--- config.mk ---
export PLATFORM = sky130hd
export DESIGN_NAME = cos_core
export DESIGN_NICKNAME = d
export VERILOG_FILES = /design/src/verilog/cos_pkg.sv /design/src/verilog/cos_core.sv
export VERILOG_INCLUDE_DIRS = /design/src /design/src/verilog
export SDC_FILE = /design/constraint.sdc
export NUM_CORES = 1
export LEC_CHECK = 0
export BUFFER_PORTS_ARGS = -buffer_cell sky130_fd_sc_hd__buf_2
export CORE_UTILIZATION = 57
export DETAILED_ROUTE_END_ITERATION = 7
export PLACE_DENSITY = 0.79
export REMOVE_ABC_BUFFERS = 1
export SLEW_MARGIN = 20
export SYNTH_ARGS = -nofsm -noshare
export SYNTH_HDL_FRONTEND = slang
export SYNTH_SLANG_ARGS = --single-unit
--- constraint.sdc ---
create_clock -name clk -period 4.3 [get_ports clk]
set_clock_uncertainty 0.15 [all_clocks]
set_input_delay 0.86 -clock clk [delete_from_list [all_inputs] [get_ports clk]]
set_output_delay 0.86 -clock clk [all_outputs]
set_load 0.005 [all_outputs]
--- src/verilog/cos_defines.svh ---
`ifndef COS_DEFINES_SVH
`define COS_DEFINES_SVH

`define COS_RESET_PC   16'h0000
`define COS_SP_RESET   8'hff
`define COS_P_RESET    8'h24
`define COS_P_FORCED   8'h20
`define COS_ZERO_PAGE  8'h00
`define COS_STACK_PAGE 8'h01

`define COS_FN 7
`define COS_FV 6
`define COS_FD 3
`define COS_FI 2
`define COS_FZ 1
`define COS_FC 0

`define COS_CYC_RET     3'd6
`define COS_CYC_SBC_IMM 3'd2
`define COS_CYC_STA_IDX 3'd5
`define COS_CYC_ABS_IDX 3'd4
`define COS_CYC_BR_MIN  3'd2
`define COS_CYC_BR_MAX  3'd4
`endif

--- src/verilog/cos_pkg.sv ---
package cos_pkg;

	typedef enum logic [5:0] {
		ST_T0 = 6'h01,
		ST_T1 = 6'h02,
		ST_T2 = 6'h04,
		ST_T3 = 6'h08,
		ST_T4 = 6'h10,
		ST_T5 = 6'h20
	} cos_state_type;

	typedef enum logic [3:0] {
		M_IMP, M_IMM, M_ZP, M_ZPI, M_ABS, M_ABI,
		M_IZX, M_IZY, M_BR, M_JSR, M_RTS, M_RTI
	} cos_mode_type;

	typedef enum logic [3:0] {
		O_NONE, O_BAD, O_SBC, O_STA, O_STX, O_STY, O_A2X, O_A2Y,
		O_S2X, O_X2A, O_X2S, O_Y2A, O_SEC, O_SED, O_SEI
	} cos_op_type;

	typedef struct packed {
		cos_mode_type mode;
		cos_op_type   op;
		logic         use_y;
	} cos_dec_type;

endpackage : cos_pkg

--- src/verilog/cos_core.sv ---
`timescale 1ns/1ps
`include "cos_defines.svh"

module cos_core
	import cos_pkg::*;
#(
	parameter logic [15:0] RESET_PC = `COS_RESET_PC
)(
	input  wire logic        clk,
	input  wire logic        rst_n,
	input  wire logic        clk_en,
	input  wire logic [7:0]  mem_rdata,
	output logic      [15:0] mem_addr,
	output logic      [7:0]  mem_wdata,
	output logic             mem_we,
	output logic             sync,
	output logic             bad_opcode,
	output logic      [15:0] pc,
	output logic      [7:0]  acc,
	output logic      [7:0]  x_reg,
	output logic      [7:0]  y_reg,
	output logic      [7:0]  sp,
	output logic      [7:0]  p
);

	cos_state_type state, next_state, adv;
	cos_dec_type   dec;
	logic [7:0]    ir, adl, adh, ptr, idx, stv;
	logic [7:0]    next_ir, next_adl, next_adh, next_ptr, next_acc, next_x, next_y;
	logic [7:0]    next_sp, next_p, next_wdata;
	logic [15:0]   next_pc, next_addr, ea, tgt;
	logic [9:0]    sbc_r;
	logic [8:0]    sum;
	logic          fix, next_fix, next_we, next_sync, next_bad;
	logic          st, flag, go_ea, opnd, idx_step, fix_step;

	function automatic cos_dec_type cos_decode(input logic [7:0] opc);
		cos_dec_type d;
		d = '{M_IMP, O_BAD, 1'b0};
		case (opc)
			8'h60: d = '{M_RTS, O_NONE, 1'b0};
			8'h40: d = '{M_RTI, O_NONE, 1'b0};
			8'h20: d = '{M_JSR, O_NONE, 1'b0};
			8'h10, 8'h30, 8'h50, 8'h70, 8'h90, 8'hb0, 8'hd0, 8'hf0:
				d = '{M_BR, O_NONE, 1'b0};
			8'he9: d = '{M_IMM, O_SBC, 1'b0};
			8'he5: d = '{M_ZP, O_SBC, 1'b0};
			8'hf5: d = '{M_ZPI, O_SBC, 1'b0};
			8'hed: d = '{M_ABS, O_SBC, 1'b0};
			8'hfd: d = '{M_ABI, O_SBC, 1'b0};
			8'hf9: d = '{M_ABI, O_SBC, 1'b1};
			8'he1: d = '{M_IZX, O_SBC, 1'b0};
			8'hf1: d = '{M_IZY, O_SBC, 1'b1};
			8'h38: d = '{M_IMP, O_SEC, 1'b0};
			8'hf8: d = '{M_IMP, O_SED, 1'b0};
			8'h78: d = '{M_IMP, O_SEI, 1'b0};
			8'h85: d = '{M_ZP, O_STA, 1'b0};
			8'h95: d = '{M_ZPI, O_STA, 1'b0};
			8'h8d: d = '{M_ABS, O_STA, 1'b0};
			8'h9d: d = '{M_ABI, O_STA, 1'b0};
			8'h99: d = '{M_ABI, O_STA, 1'b1};
			8'h81: d = '{M_IZX, O_STA, 1'b0};
			8'h91: d = '{M_IZY, O_STA, 1'b1};
			8'h86: d = '{M_ZP, O_STX, 1'b0};
			8'h96: d = '{M_ZPI, O_STX, 1'b1};
			8'h8e: d = '{M_ABS, O_STX, 1'b0};
			8'h84: d = '{M_ZP, O_STY, 1'b0};
			8'h94: d = '{M_ZPI, O_STY, 1'b0};
			8'h8c: d = '{M_ABS, O_STY, 1'b0};
			8'haa: d = '{M_IMP, O_A2X, 1'b0};
			8'ha8: d = '{M_IMP, O_A2Y, 1'b0};
			8'hba: d = '{M_IMP, O_S2X, 1'b0};
			8'h8a: d = '{M_IMP, O_X2A, 1'b0};
			8'h9a: d = '{M_IMP, O_X2S, 1'b0};
			8'h98: d = '{M_IMP, O_Y2A, 1'b0};
			default: ;
		endcase
		return d;
	endfunction : cos_decode

	function automatic logic [7:0] set_nz(input logic [7:0] pv, input logic [7:0] v);
		logic [7:0] r;
		r = pv;
		r[`COS_FN] = v[7];
		r[`COS_FZ] = (v == 8'h00);
		return r;
	endfunction : set_nz

	// Result, carry (no borrow), overflow
	function automatic logic [9:0] sbc_calc(input logic [7:0] a, input logic [7:0] m,
		input logic c, input logic d);
		logic [8:0] bin;
		logic [4:0] lo, hi;
		logic       bo;
		bin = {1'b0, a} - {1'b0, m} - {8'h00, ~c};
		lo = {1'b0, a[3:0]} - {1'b0, m[3:0]} - {4'h0, ~c};
		bo = lo[4];
		if (bo)
			lo = lo - 5'h06;
		hi = {1'b0, a[7:4]} - {1'b0, m[7:4]} - {4'h0, bo};
		if (hi[4])
			hi = hi - 5'h06;
		return {d ? {hi[3:0], lo[3:0]} : bin[7:0], ~bin[8],
			(a[7] ^ m[7]) & (a[7] ^ bin[7])};
	endfunction : sbc_calc

	always_comb
	begin
		next_state = cos_state_type'({state[4:0], 1'b0});
		adv        = next_state;
		next_ir    = ir;
		next_pc    = pc;
		next_acc   = acc;
		next_x     = x_reg;
		next_y     = y_reg;
		next_sp    = sp;
		next_p     = p;
		next_adl   = adl;
		next_adh   = adh;
		next_ptr   = ptr;
		next_fix   = fix;
		next_addr  = mem_addr;
		next_wdata = mem_wdata;
		next_we    = 1'b0;
		next_bad   = 1'b0;
		dec        = cos_decode(ir);
		idx        = dec.use_y ? y_reg : x_reg;
		st         = dec.op inside {O_STA, O_STX, O_STY};
		stv        = (dec.op == O_STX) ? x_reg : (dec.op == O_STY) ? y_reg : acc;
		sum        = {1'b0, adl} + {1'b0, idx};
		flag       = ir[7] ? (ir[6] ? p[`COS_FZ] : p[`COS_FC])
			: (ir[6] ? p[`COS_FV] : p[`COS_FN]);
		tgt        = pc + 16'h0001 + {{8{mem_rdata[7]}}, mem_rdata};
		sbc_r      = sbc_calc(acc, mem_rdata, p[`COS_FC], p[`COS_FD]);
		ea         = 16'h0000;
		go_ea      = 1'b0;
		opnd       = 1'b0;
		idx_step   = 1'b0;
		fix_step   = 1'b0;
		unique case (state)
			ST_T0:
			begin
				next_ir   = mem_rdata;
				next_pc   = pc + 16'h0001;
				// T1 reads the byte after the opcode
				next_addr = next_pc;
				next_bad  = (cos_decode(mem_rdata).op == O_BAD);
			end
			ST_T1:
			case (dec.mode)
				M_IMP:
				begin
					next_state = ST_T0;
					case (dec.op)
						O_A2X: begin next_x = acc; next_p = set_nz(p, acc); end
						O_A2Y: begin next_y = acc; next_p = set_nz(p, acc); end
						O_X2A: begin next_acc = x_reg; next_p = set_nz(p, x_reg); end
						O_Y2A: begin next_acc = y_reg; next_p = set_nz(p, y_reg); end
						O_S2X: begin next_x = sp; next_p = set_nz(p, sp); end
						O_X2S: begin next_sp = x_reg; next_p = set_nz(p, x_reg); end
						O_SEC: next_p[`COS_FC] = 1'b1;
						O_SED: next_p[`COS_FD] = 1'b1;
						O_SEI: next_p[`COS_FI] = 1'b1;
						default: ;
					endcase
				end
				M_IMM:
				begin
					next_pc    = pc + 16'h0001;
					opnd       = 1'b1;
					next_state = ST_T0;
				end
				M_ZP:
				begin
					next_pc = pc + 16'h0001;
					go_ea   = 1'b1;
					ea      = {`COS_ZERO_PAGE, mem_rdata};
				end
				M_ZPI, M_ABS, M_ABI:
				begin
					next_adl  = mem_rdata;
					next_pc   = pc + 16'h0001;
					next_addr = (dec.mode == M_ZPI) ? {`COS_ZERO_PAGE, mem_rdata} : next_pc;
				end
				M_IZX, M_IZY:
				begin
					next_ptr  = mem_rdata;
					next_pc   = pc + 16'h0001;
					next_addr = {`COS_ZERO_PAGE, mem_rdata};
				end
				M_BR:
				begin
					next_pc    = pc + 16'h0001;
					{next_adh, next_adl} = tgt;
					next_state = (flag == ir[5]) ? adv : ST_T0;
				end
				M_JSR:
				begin
					next_adl  = mem_rdata;
					next_pc   = pc + 16'h0001;
					next_addr = {`COS_STACK_PAGE, sp};
				end
				default: next_addr = {`COS_STACK_PAGE, sp};
			endcase
			ST_T2:
			case (dec.mode)
				M_ZP: begin opnd = 1'b1; next_state = ST_T0; end
				M_ZPI:
				begin
					go_ea = 1'b1;
					ea    = {`COS_ZERO_PAGE, adl + idx};
				end
				M_ABS:
				begin
					next_pc = pc + 16'h0001;
					go_ea   = 1'b1;
					ea      = {mem_rdata, adl};
				end
				M_ABI:
				begin
					next_pc  = pc + 16'h0001;
					idx_step = 1'b1;
				end
				M_IZX:
				begin
					next_ptr  = ptr + x_reg;
					next_addr = {`COS_ZERO_PAGE, ptr + x_reg};
				end
				M_IZY:
				begin
					next_adl  = mem_rdata;
					next_addr = {`COS_ZERO_PAGE, ptr + 8'h01};
				end
				M_BR:
				begin
					next_pc    = {adh, adl};
					next_state = (adh != pc[15:8]) ? adv : ST_T0;
				end
				M_JSR:
				begin
					next_addr  = {`COS_STACK_PAGE, sp};
					next_we    = 1'b1;
					next_wdata = pc[15:8];
				end
				default:
				begin
					next_sp   = sp + 8'h01;
					next_addr = {`COS_STACK_PAGE, sp + 8'h01};
				end
			endcase
			ST_T3:
			case (dec.mode)
				M_ZPI, M_ABS, M_BR: begin opnd = 1'b1; next_state = ST_T0; end
				M_ABI: fix_step = 1'b1;
				M_IZX:
				begin
					next_adl  = mem_rdata;
					next_addr = {`COS_ZERO_PAGE, ptr + 8'h01};
				end
				M_IZY: idx_step = 1'b1;
				M_JSR:
				begin
					next_sp    = sp - 8'h01;
					next_addr  = {`COS_STACK_PAGE, sp - 8'h01};
					next_we    = 1'b1;
					next_wdata = pc[7:0];
				end
				default:
				begin
					if (dec.mode == M_RTI)
						next_p = mem_rdata | `COS_P_FORCED;
					else
						next_pc = {pc[15:8], mem_rdata};
					next_sp   = sp + 8'h01;
					next_addr = {`COS_STACK_PAGE, sp + 8'h01};
				end
			endcase
			ST_T4:
			case (dec.mode)
				M_IZX:
				begin
					go_ea = 1'b1;
					ea    = {mem_rdata, adl};
				end
				M_IZY: fix_step = 1'b1;
				M_JSR:
				begin
					next_sp   = sp - 8'h01;
					next_addr = pc;
				end
				M_RTS: next_pc = {mem_rdata, pc[7:0]};
				M_RTI:
				begin
					next_pc   = {pc[15:8], mem_rdata};
					next_sp   = sp + 8'h01;
					next_addr = {`COS_STACK_PAGE, sp + 8'h01};
				end
				default: begin opnd = 1'b1; next_state = ST_T0; end
			endcase
			ST_T5:
			begin
				next_state = ST_T0;
				case (dec.mode)
					M_JSR: next_pc = {mem_rdata, adl};
					M_RTS: next_pc = pc + 16'h0001;
					M_RTI: next_pc = {mem_rdata, pc[7:0]};
					default: opnd = 1'b1;
				endcase
			end
		endcase
		// Index add; stores always take the fix-up cycle
		if (idx_step)
		begin
			next_adl = sum[7:0];
			next_adh = mem_rdata + {7'h00, sum[8]};
			next_fix = sum[8] | st;
			if (sum[8] | st)
				next_addr = {mem_rdata, sum[7:0]};
			else
			begin
				go_ea = 1'b1;
				ea    = {mem_rdata, sum[7:0]};
			end
		end
		if (fix_step)
		begin
			if (fix)
			begin
				go_ea = 1'b1;
				ea    = {adh, adl};
			end
			else
			begin
				opnd       = 1'b1;
				next_state = ST_T0;
			end
		end
		if (go_ea)
		begin
			next_addr  = ea;
			next_we    = st;
			next_wdata = stv;
		end
		if (opnd && dec.op == O_SBC)
		begin
			next_acc          = sbc_r[9:2];
			next_p            = set_nz(p, sbc_r[9:2]);
			next_p[`COS_FC]   = sbc_r[1];
			next_p[`COS_FV]   = sbc_r[0];
		end
		if (next_state == ST_T0)
			next_addr = next_pc;
		next_sync = (next_state == ST_T0);
	end

	always_ff @(posedge clk or negedge rst_n)
	begin
		if (!rst_n)
		begin
			state      <= ST_T0;
			ir         <= 8'h00;
			pc         <= RESET_PC;
			acc        <= 8'h00;
			x_reg      <= 8'h00;
			y_reg      <= 8'h00;
			sp         <= `COS_SP_RESET;
			p          <= `COS_P_RESET;
			adl        <= 8'h00;
			adh        <= 8'h00;
			ptr        <= 8'h00;
			fix        <= 1'b0;
			mem_addr   <= RESET_PC;
			mem_wdata  <= 8'h00;
			mem_we     <= 1'b0;
			sync       <= 1'b1;
			bad_opcode <= 1'b0;
		end
		else if (clk_en)
		begin
			state      <= next_state;
			ir         <= next_ir;
			pc         <= next_pc;
			acc        <= next_acc;
			x_reg      <= next_x;
			y_reg      <= next_y;
			sp         <= next_sp;
			p          <= next_p;
			adl        <= next_adl;
			adh        <= next_adh;
			ptr        <= next_ptr;
			fix        <= next_fix;
			mem_addr   <= next_addr;
			mem_wdata  <= next_wdata;
			mem_we     <= next_we;
			sync       <= next_sync;
			bad_opcode <= next_bad;
		end
	end

	// Cycle count of the instruction just finished
	logic [2:0] len;
	logic       seen;

	always_ff @(posedge clk or negedge rst_n)
	begin
		if (!rst_n)
		begin
			len  <= 3'h0;
			seen <= 1'b0;
		end
		else if (clk_en)
		begin
			len  <= (state == ST_T0) ? 3'h1 : len + 3'h1;
			seen <= seen | (state == ST_T0);
		end
	end
endmodule : cos_core

Yosys cells after proc, flatten, opt, wreduce, memory -nomap -nowiden. Cells that the tools add are included.

Register bits after elaboration: 122. Input port bits: 11. Output and inout bits: 83. Word-level logic and storage cells: 351.

Add/sub/neg operators: 17. Eq/ne operators: 139. Mux-type cells: 105. Bitwise operators: 9. Reductions and logical operators: 59.

Operators with widths (count): 8-bit == test, second input constant (64); 9-bit one-hot mux with 34 select lines (1); 8-bit two-way mux (28); 16-bit one-hot mux with 3 select lines (4); 16-bit two-way mux (11); 5-bit one-hot mux with 34 select lines (1); 16-bit one-hot mux with 2 select lines (4); 8-bit one-hot mux with 2 select lines (8); 16-bit one-hot mux with 6 select lines (1); 8-bit by 7-bit == test with 1-bit output, second input constant (10); 16-bit one-hot mux with 5 select lines (1); 16-bit one-hot mux with 4 select lines (1); 8-bit by 6-bit == test with 1-bit output, second input constant (6); 4-bit == test, second input constant (11); 8-bit logical NOT (5); 6-bit two-way mux (6); 4-bit by 3-bit == test with 1-bit output, second input constant (8); 8-bit one-hot mux with 4 select lines (1); 6-bit one-hot mux with 5 select lines (1); 1-bit two-way mux (25); 3-bit != test, second input constant (8); 6-bit one-hot mux with 2 select lines (2); 8-bit one-hot mux with 3 select lines (1); 8-bit OR reduction (3); 57 further kinds (118).

Logic depth before layout (Yosys ltp).
Depth in word-level cells: 13. Mapped depth: 22. Gate-level depth less buffers: 20.

Worst setup path after synthesis. OpenSTA, ideal clock, no wires.

Kind: flip-flop to flip-flop. Start: reg ir[6]. End: reg adh[6]. Setup time: 0.134 ns. Arrival time: 4.432 ns. Data required time: 4.016 ns. Setup slack: -0.416 ns. Cell stages (with the launch flop): 22. Buffers on the path: 1. Clock period less this slack: 4.716 ns. Cells stage by stage: dfrtp_1 -> buf_2 -> nor3b_2 -> nand3_1 -> o22ai_1 -> mux2_2 -> ha_1 -> fa_1 -> a21o_1 -> a21oi_1 -> nor2b_1 -> o31ai_1 -> nand2b_1 -> a21o_1 -> ha_1 -> ha_1 -> nand3_1 -> nor2_1 -> xnor2_1 -> nor3_1 -> a21oi_1 -> o31ai_1.

Word-level cells in the longest chain between the ends: 8. Elaborated cells between the ends (all ways): 56. Those cells by class: add/sub: 2; eq/ne: 44; mux: 6; reduce/logical: 4.

Ends and longest elaborated chain: from (decl) (RTL line cos_core.sv:28) `logic [7:0] ir, adl, adh, ptr, idx, stv;`; from (signal assigned) (RTL line cos_core.sv:381) `ir <= next_ir;`; 8-bit by 5-bit == test with 1-bit output, or another cell as far along (RTL line cos_core.sv:40) `case (opc)`; 8-bit OR reduction (RTL line cos_core.sv:40); 9-bit one-hot mux with 34 select lines (*) (RTL line cos_core.sv:40); parallel branches: the longest is 5 deep, another holds 8-bit by 8-bit adder with 9-bit output; to (signal assigned) (RTL line cos_core.sv:389) `adh <= next_adh;`; to (decl) (RTL line cos_core.sv:28).

Every way passes the cells marked *. A chain may end at the register's enable or synchronous reset.

Worst setup path after layout.
Start: reg ir[5]. End: reg mem_addr[9].

Word-level cells in the longest chain between the ends: 13. Elaborated cells between the ends (all ways): 117. Those cells by class: add/sub: 1; eq/ne: 57; mux: 44; bitwise: 1; reduce/logical: 14.

Ends and longest elaborated chain: parallel branches: the longest is 12 deep, another holds 8-bit by 8-bit adder with 9-bit output; 16-bit two-way mux (*) (RTL line cos_core.sv:351) `if (next_state == ST_T0)`; to (signal assigned) (RTL line cos_core.sv:392) `mem_addr <= next_addr;`; to (decl) (RTL line cos_core.sv:13) `output logic [15:0] mem_addr,`.

Marks and branches as above.

==> results.txt <==
The total global-route track usage is 52.1%. For this block, the routed nets add up to 62500 µm of wire. The path type of the worst min-delay path is flop to flop.

The sink count of the clock tree is 122. In this run the core area contains 55 standard-cell rows. The biggest area contributor in the post-synthesis netlist is sky130_fd_sc_hd__dfrtp_1.

TritonCTS built the clock tree. The HPWL reported at the end of detailed placement is 45600 µm. The final core utilization came out at 68.1%. The worst path meets setup with 0.102 ns of slack. The final instance area is 15500 µm². The total number of yosys warnings is 0. In this run the clock root is driven by a sky130_fd_sc_hd__clkbuf_16. The clock input transition at the sequential cells of the worst setup and hold paths is 0.06 ns.

Dividing the detail-routed via count by the number of cells gives 7.48. The detailed router's first-iteration violation count came out at 2871. In this run the number of H-tree levels came out at 4. The most used flip-flop cell after synthesis is sky130_fd_sc_hd__dfrtp_1. The first detailed-routing pass ran for 8 iterations. The average instance in the mapped netlist occupies 7.60 µm². The insertion delay of the later-clocked pin in the worst-skew pair came out at 0.44 ns. The standby leakage power is 6.79 nW.

The number of enable-type register cells in the synthesized netlist came out at 0. The number of antenna violations at the first check in global routing was 3. In this run the worst path has a maximum fanout of 9. The starting utilization of the core area came out at 58.4%. The antenna violation net count after detailed routing came out at 0. In the final layout, the registers with the most flip-flops are mem_addr x16, pc x16. The met3 capacity usage during global routing came out at 19.0%. 0 antenna diodes ended up in the layout. The average routed wire per standard cell is 28.7 µm. The final weighted congestion in routability-driven placement came out at 1.10.

The total of hold buffers inserted after clock tree synthesis is 0. The leftover overflow at the end of global routing is 0. The aggregate negative setup slack came out at 0 ns. Summing the areas of all and, or, nand and nor instances in the mapped netlist gives 21.7% of the synthesized area. For this run, global-route usage on met1 was measured as 65.0%. The flow ran to the end, but the final reports show violations. The netlist uses 101 different library cells. Global routing used 76.0% of the available met2 tracks. The x dimension of the die is 155 µm. The data required time of the critical path is 4.48 ns. The power per cell area came out at 809 nW/µm². The number of global-route vias before repair is 15400.

The share of async-settable or async-resettable flops after synthesis is 100%. The placed standard-cell area is 14700 µm². By area, the combinational part of the netlist is dominated by compound AO/OA/AOI/OAI gates. Counting every instance in the synthesized netlist gives 1746. The sequential element share of the synthesized area is 23.1%.

The proportion of netlist area held by the largest area contributor is 20.7%. The final reports fail on design-rule violations. The maximum vdd ir drop came out at 0.000392 V.

Hold is met by 0.326 ns. The post-synthesis to final-layout area growth is 16.4%. Counting the fill cells in the layout gives 1863. The worst slack after detailed placement came out at -0.340 ns. The area of the die is 23900 µm². After the last flow step, the layout net total stands at 1958. The total CTS buffers is 17. Across the whole layout, storage elements account for 3070 µm². The final route contains 16300 vias. The kind of end point of the critical path is a flop. The DRC violations left came out at 25. Entering global routing, the biggest net connects 68 pins. The final max-slew violation count came to 0. The data arrival time of the worst path is 4.38 ns. The final hold violation count is 0. The floorplan die height came out at 155 µm. The wire length of the first global-routing pass is 92700 µm. The fraction of synthesized area in multiplexers is 5.98%. The multi-input logic area is 9490 µm². The number of primary I/O pins came out at 94. The headroom to the max-slew limit is 26.9%. The worst setup path is launched from a flop. The adder-cell share of the synthesized area came out at 6.43%. The max-cap violation count came out at 0. The setup path with the least slack is of type flop to flop. The synthesized netlist devotes 30.5% of its cell area to compound gates.

Setup repair after global routing could not meet its margin everywhere. Static timing analysis puts the maximum clock frequency at 0.238 GHz. The shortest period the worst path allows is 4.20 ns.

The total of buffers placed on input and output ports is 93. After synthesis, the cell types taking the most area are sky130_fd_sc_hd__dfrtp_1 21%, sky130_fd_sc_hd__ha_1 5.4%, sky130_fd_sc_hd__nand2_1 5.1%, sky130_fd_sc_hd__o21ai_0 4.9%, sky130_fd_sc_hd__a21oi_1 4.6%. The layer flagged by global routing as most heavily used is met2.

The area share of xor/xnor cells in the synthesized design is 6.14%. The final setup violation count came out at 0. The period utilization is 97.6%. The transition time at the pin with the least slew margin came out at 1.09 ns. The cell area that synthesis handed to floorplanning was 13300 µm².

In this run the deepest clock path goes through 2 buffers. The core region is 22700 µm². In this run, synthesis produced a sequential element count of 122. The post-route netlist has 20.2% of its cells at a drive strength greater than 1.
area by class of cell:
cell class / instances / area share [%]
multi-input cells: 1425 / 61.4
clock inverters: 14 / 1.20
well taps: 285 / 2.31
repair buffers: 252 / 10.8
flip-flops and latches: 122 / 19.9
clock buffers: 18 / 2.84
inverters: 65 / 1.58
worst paths after layout:
path | from | slack, ns | cells past startpoint | endpoint
min in group asynchronous | rst_n | 0.37 | 1 | mem_addr[1]$_DFFE_PN0P_
hold / removal | mem_wdata[7]$_DFFE_PN0P_ | 0.33 | 2 | mem_wdata[7]$_DFFE_PN0P_
max in group asynchronous | rst_n | 2.76 | 2 | p[5]$_DFFE_PN1P_
setup / recovery | ir[5]$_DFFE_PN0P_ | 0.10 | 17 | mem_addr[9]$_DFFE_PN0P_
hold reg to reg | mem_wdata[7]$_DFFE_PN0P_ | 0.33 | 2 | mem_wdata[7]$_DFFE_PN0P_
setup reg to reg | ir[5]$_DFFE_PN0P_ | 0.10 | 17 | mem_addr[9]$_DFFE_PN0P_
cell families after synthesis:
group	count (synthesis)
muxes	74
buffers and inverters	199
and+or+nand+nor	603
DFF	122
xor gates and xnor gates	93
adders and majority gates	64
AOI/OAI and AO/OA	591
power breakdown:
| group | switching [mW] | internal (mW) |
|---|---|---|
| sequential | 0.879 | 1.60 |
| clock | 0.652 | 0.942 |
| combinational | 5.15 | 3.28 |
cell usage after synthesis (9+ instances only):
cell	number
sky130_fd_sc_hd__xnor2_1	56
sky130_fd_sc_hd__buf_2	23
sky130_fd_sc_hd__nor3_1	51
sky130_fd_sc_hd__a221o_1	10
sky130_fd_sc_hd__o21ai_0	129
sky130_fd_sc_hd__nor2_1	157
sky130_fd_sc_hd__dfstp_2	12
sky130_fd_sc_hd__a21o_1	14
sky130_fd_sc_hd__nor2b_1	9
sky130_fd_sc_hd__nor4_1	23
sky130_fd_sc_hd__a211oi_1	25
sky130_fd_sc_hd__o22ai_1	15
sky130_fd_sc_hd__nand2_1	182
sky130_fd_sc_hd__o221ai_1	13
sky130_fd_sc_hd__ha_1	57
sky130_fd_sc_hd__a221oi_1	28
sky130_fd_sc_hd__nand4_1	14
sky130_fd_sc_hd__nand3_1	66
sky130_fd_sc_hd__or4_1	12
sky130_fd_sc_hd__a22o_1	15
sky130_fd_sc_hd__nand2b_1	15
sky130_fd_sc_hd__a31oi_1	32
sky130_fd_sc_hd__a21oi_1	123
sky130_fd_sc_hd__clkbuf_1	96
sky130_fd_sc_hd__o21a_1	10
sky130_fd_sc_hd__mux2_2	32
sky130_fd_sc_hd__o211ai_1	23
sky130_fd_sc_hd__a22oi_1	29
sky130_fd_sc_hd__or3_1	13
sky130_fd_sc_hd__a222oi_1	12
sky130_fd_sc_hd__and3_1	20
sky130_fd_sc_hd__dfrtp_1	110
sky130_fd_sc_hd__inv_1	63
sky130_fd_sc_hd__mux2i_1	41
sky130_fd_sc_hd__xor2_1	37
per-stage QoR:
stage	power (mW)	instances
finish	12.5	2181
global placement	10.1	2143
detailed placement	10.3	2143
floorplan	7.03	1612
global route	13.0	2181
CTS	11.9	2181
metal layers:
metal | routed length [µm] | vias up | part of all wire [%]
met5 | 0 | - | 0
met4 | 4780 | 0 | 7.6
met3 | 9880 | 395 | 16
met2 | 25700 | 1483 | 41
met1 | 22200 | 7604 | 36
li1 | - | 6825 | -
cells in the final DEF (no fill, tap or decap), types with 17 or more instances in the layout:
master	instances
sky130_fd_sc_hd__o211ai_1	23
sky130_fd_sc_hd__xor2_1	37
sky130_fd_sc_hd__mux2_2	31
sky130_fd_sc_hd__a211oi_1	24
sky130_fd_sc_hd__a22oi_1	29
sky130_fd_sc_hd__xnor2_1	53
sky130_fd_sc_hd__a221oi_1	28
sky130_fd_sc_hd__a21oi_1	119
sky130_fd_sc_hd__dfrtp_1	108
sky130_fd_sc_hd__buf_2	92
sky130_fd_sc_hd__mux2i_1	41
sky130_fd_sc_hd__nand3_1	63
sky130_fd_sc_hd__nor4_1	22
sky130_fd_sc_hd__nor3_1	51
sky130_fd_sc_hd__nand2_1	182
sky130_fd_sc_hd__clkbuf_16	17
sky130_fd_sc_hd__o21ai_0	128
sky130_fd_sc_hd__nor2_1	156
sky130_fd_sc_hd__a31oi_1	32
sky130_fd_sc_hd__buf_4	159
sky130_fd_sc_hd__inv_1	63
sky130_fd_sc_hd__ha_1	55
sky130_fd_sc_hd__and3_1	20
what timing repair did:
| item | 4_1_cts | 5_1_grt |
|---|---|---|
| pin swaps | 4 | 7 |
| setup endpoints to repair | 2 | 23 |
| setup buffers | 6 | 0 |
| gates resized for setup | 5 | 16 |
| endpoints found under the hold margin | 0 | 0 |
critical path: stages, from the launching register on:
cell and delay [ns]:
sky130_fd_sc_hd__dfrtp_2 0.45, sky130_fd_sc_hd__nor3b_4 0.25, sky130_fd_sc_hd__nand3_2 0.12, sky130_fd_sc_hd__o22ai_2 0.18
sky130_fd_sc_hd__buf_4 0.20, sky130_fd_sc_hd__mux2_2 0.38, sky130_fd_sc_hd__ha_1 0.30, sky130_fd_sc_hd__a21o_1 0.13
sky130_fd_sc_hd__a21oi_2 0.06, sky130_fd_sc_hd__nor2b_1 0.19, sky130_fd_sc_hd__o31ai_2 0.09, sky130_fd_sc_hd__buf_4 0.14
sky130_fd_sc_hd__buf_4 0.13, sky130_fd_sc_hd__a21oi_2 0.26, sky130_fd_sc_hd__nor2_1 0.12, sky130_fd_sc_hd__or2_1 0.29
sky130_fd_sc_hd__or3_1 0.40, sky130_fd_sc_hd__a221oi_1 0.24
Note: power is estimated with default switching activity, not from simulation.
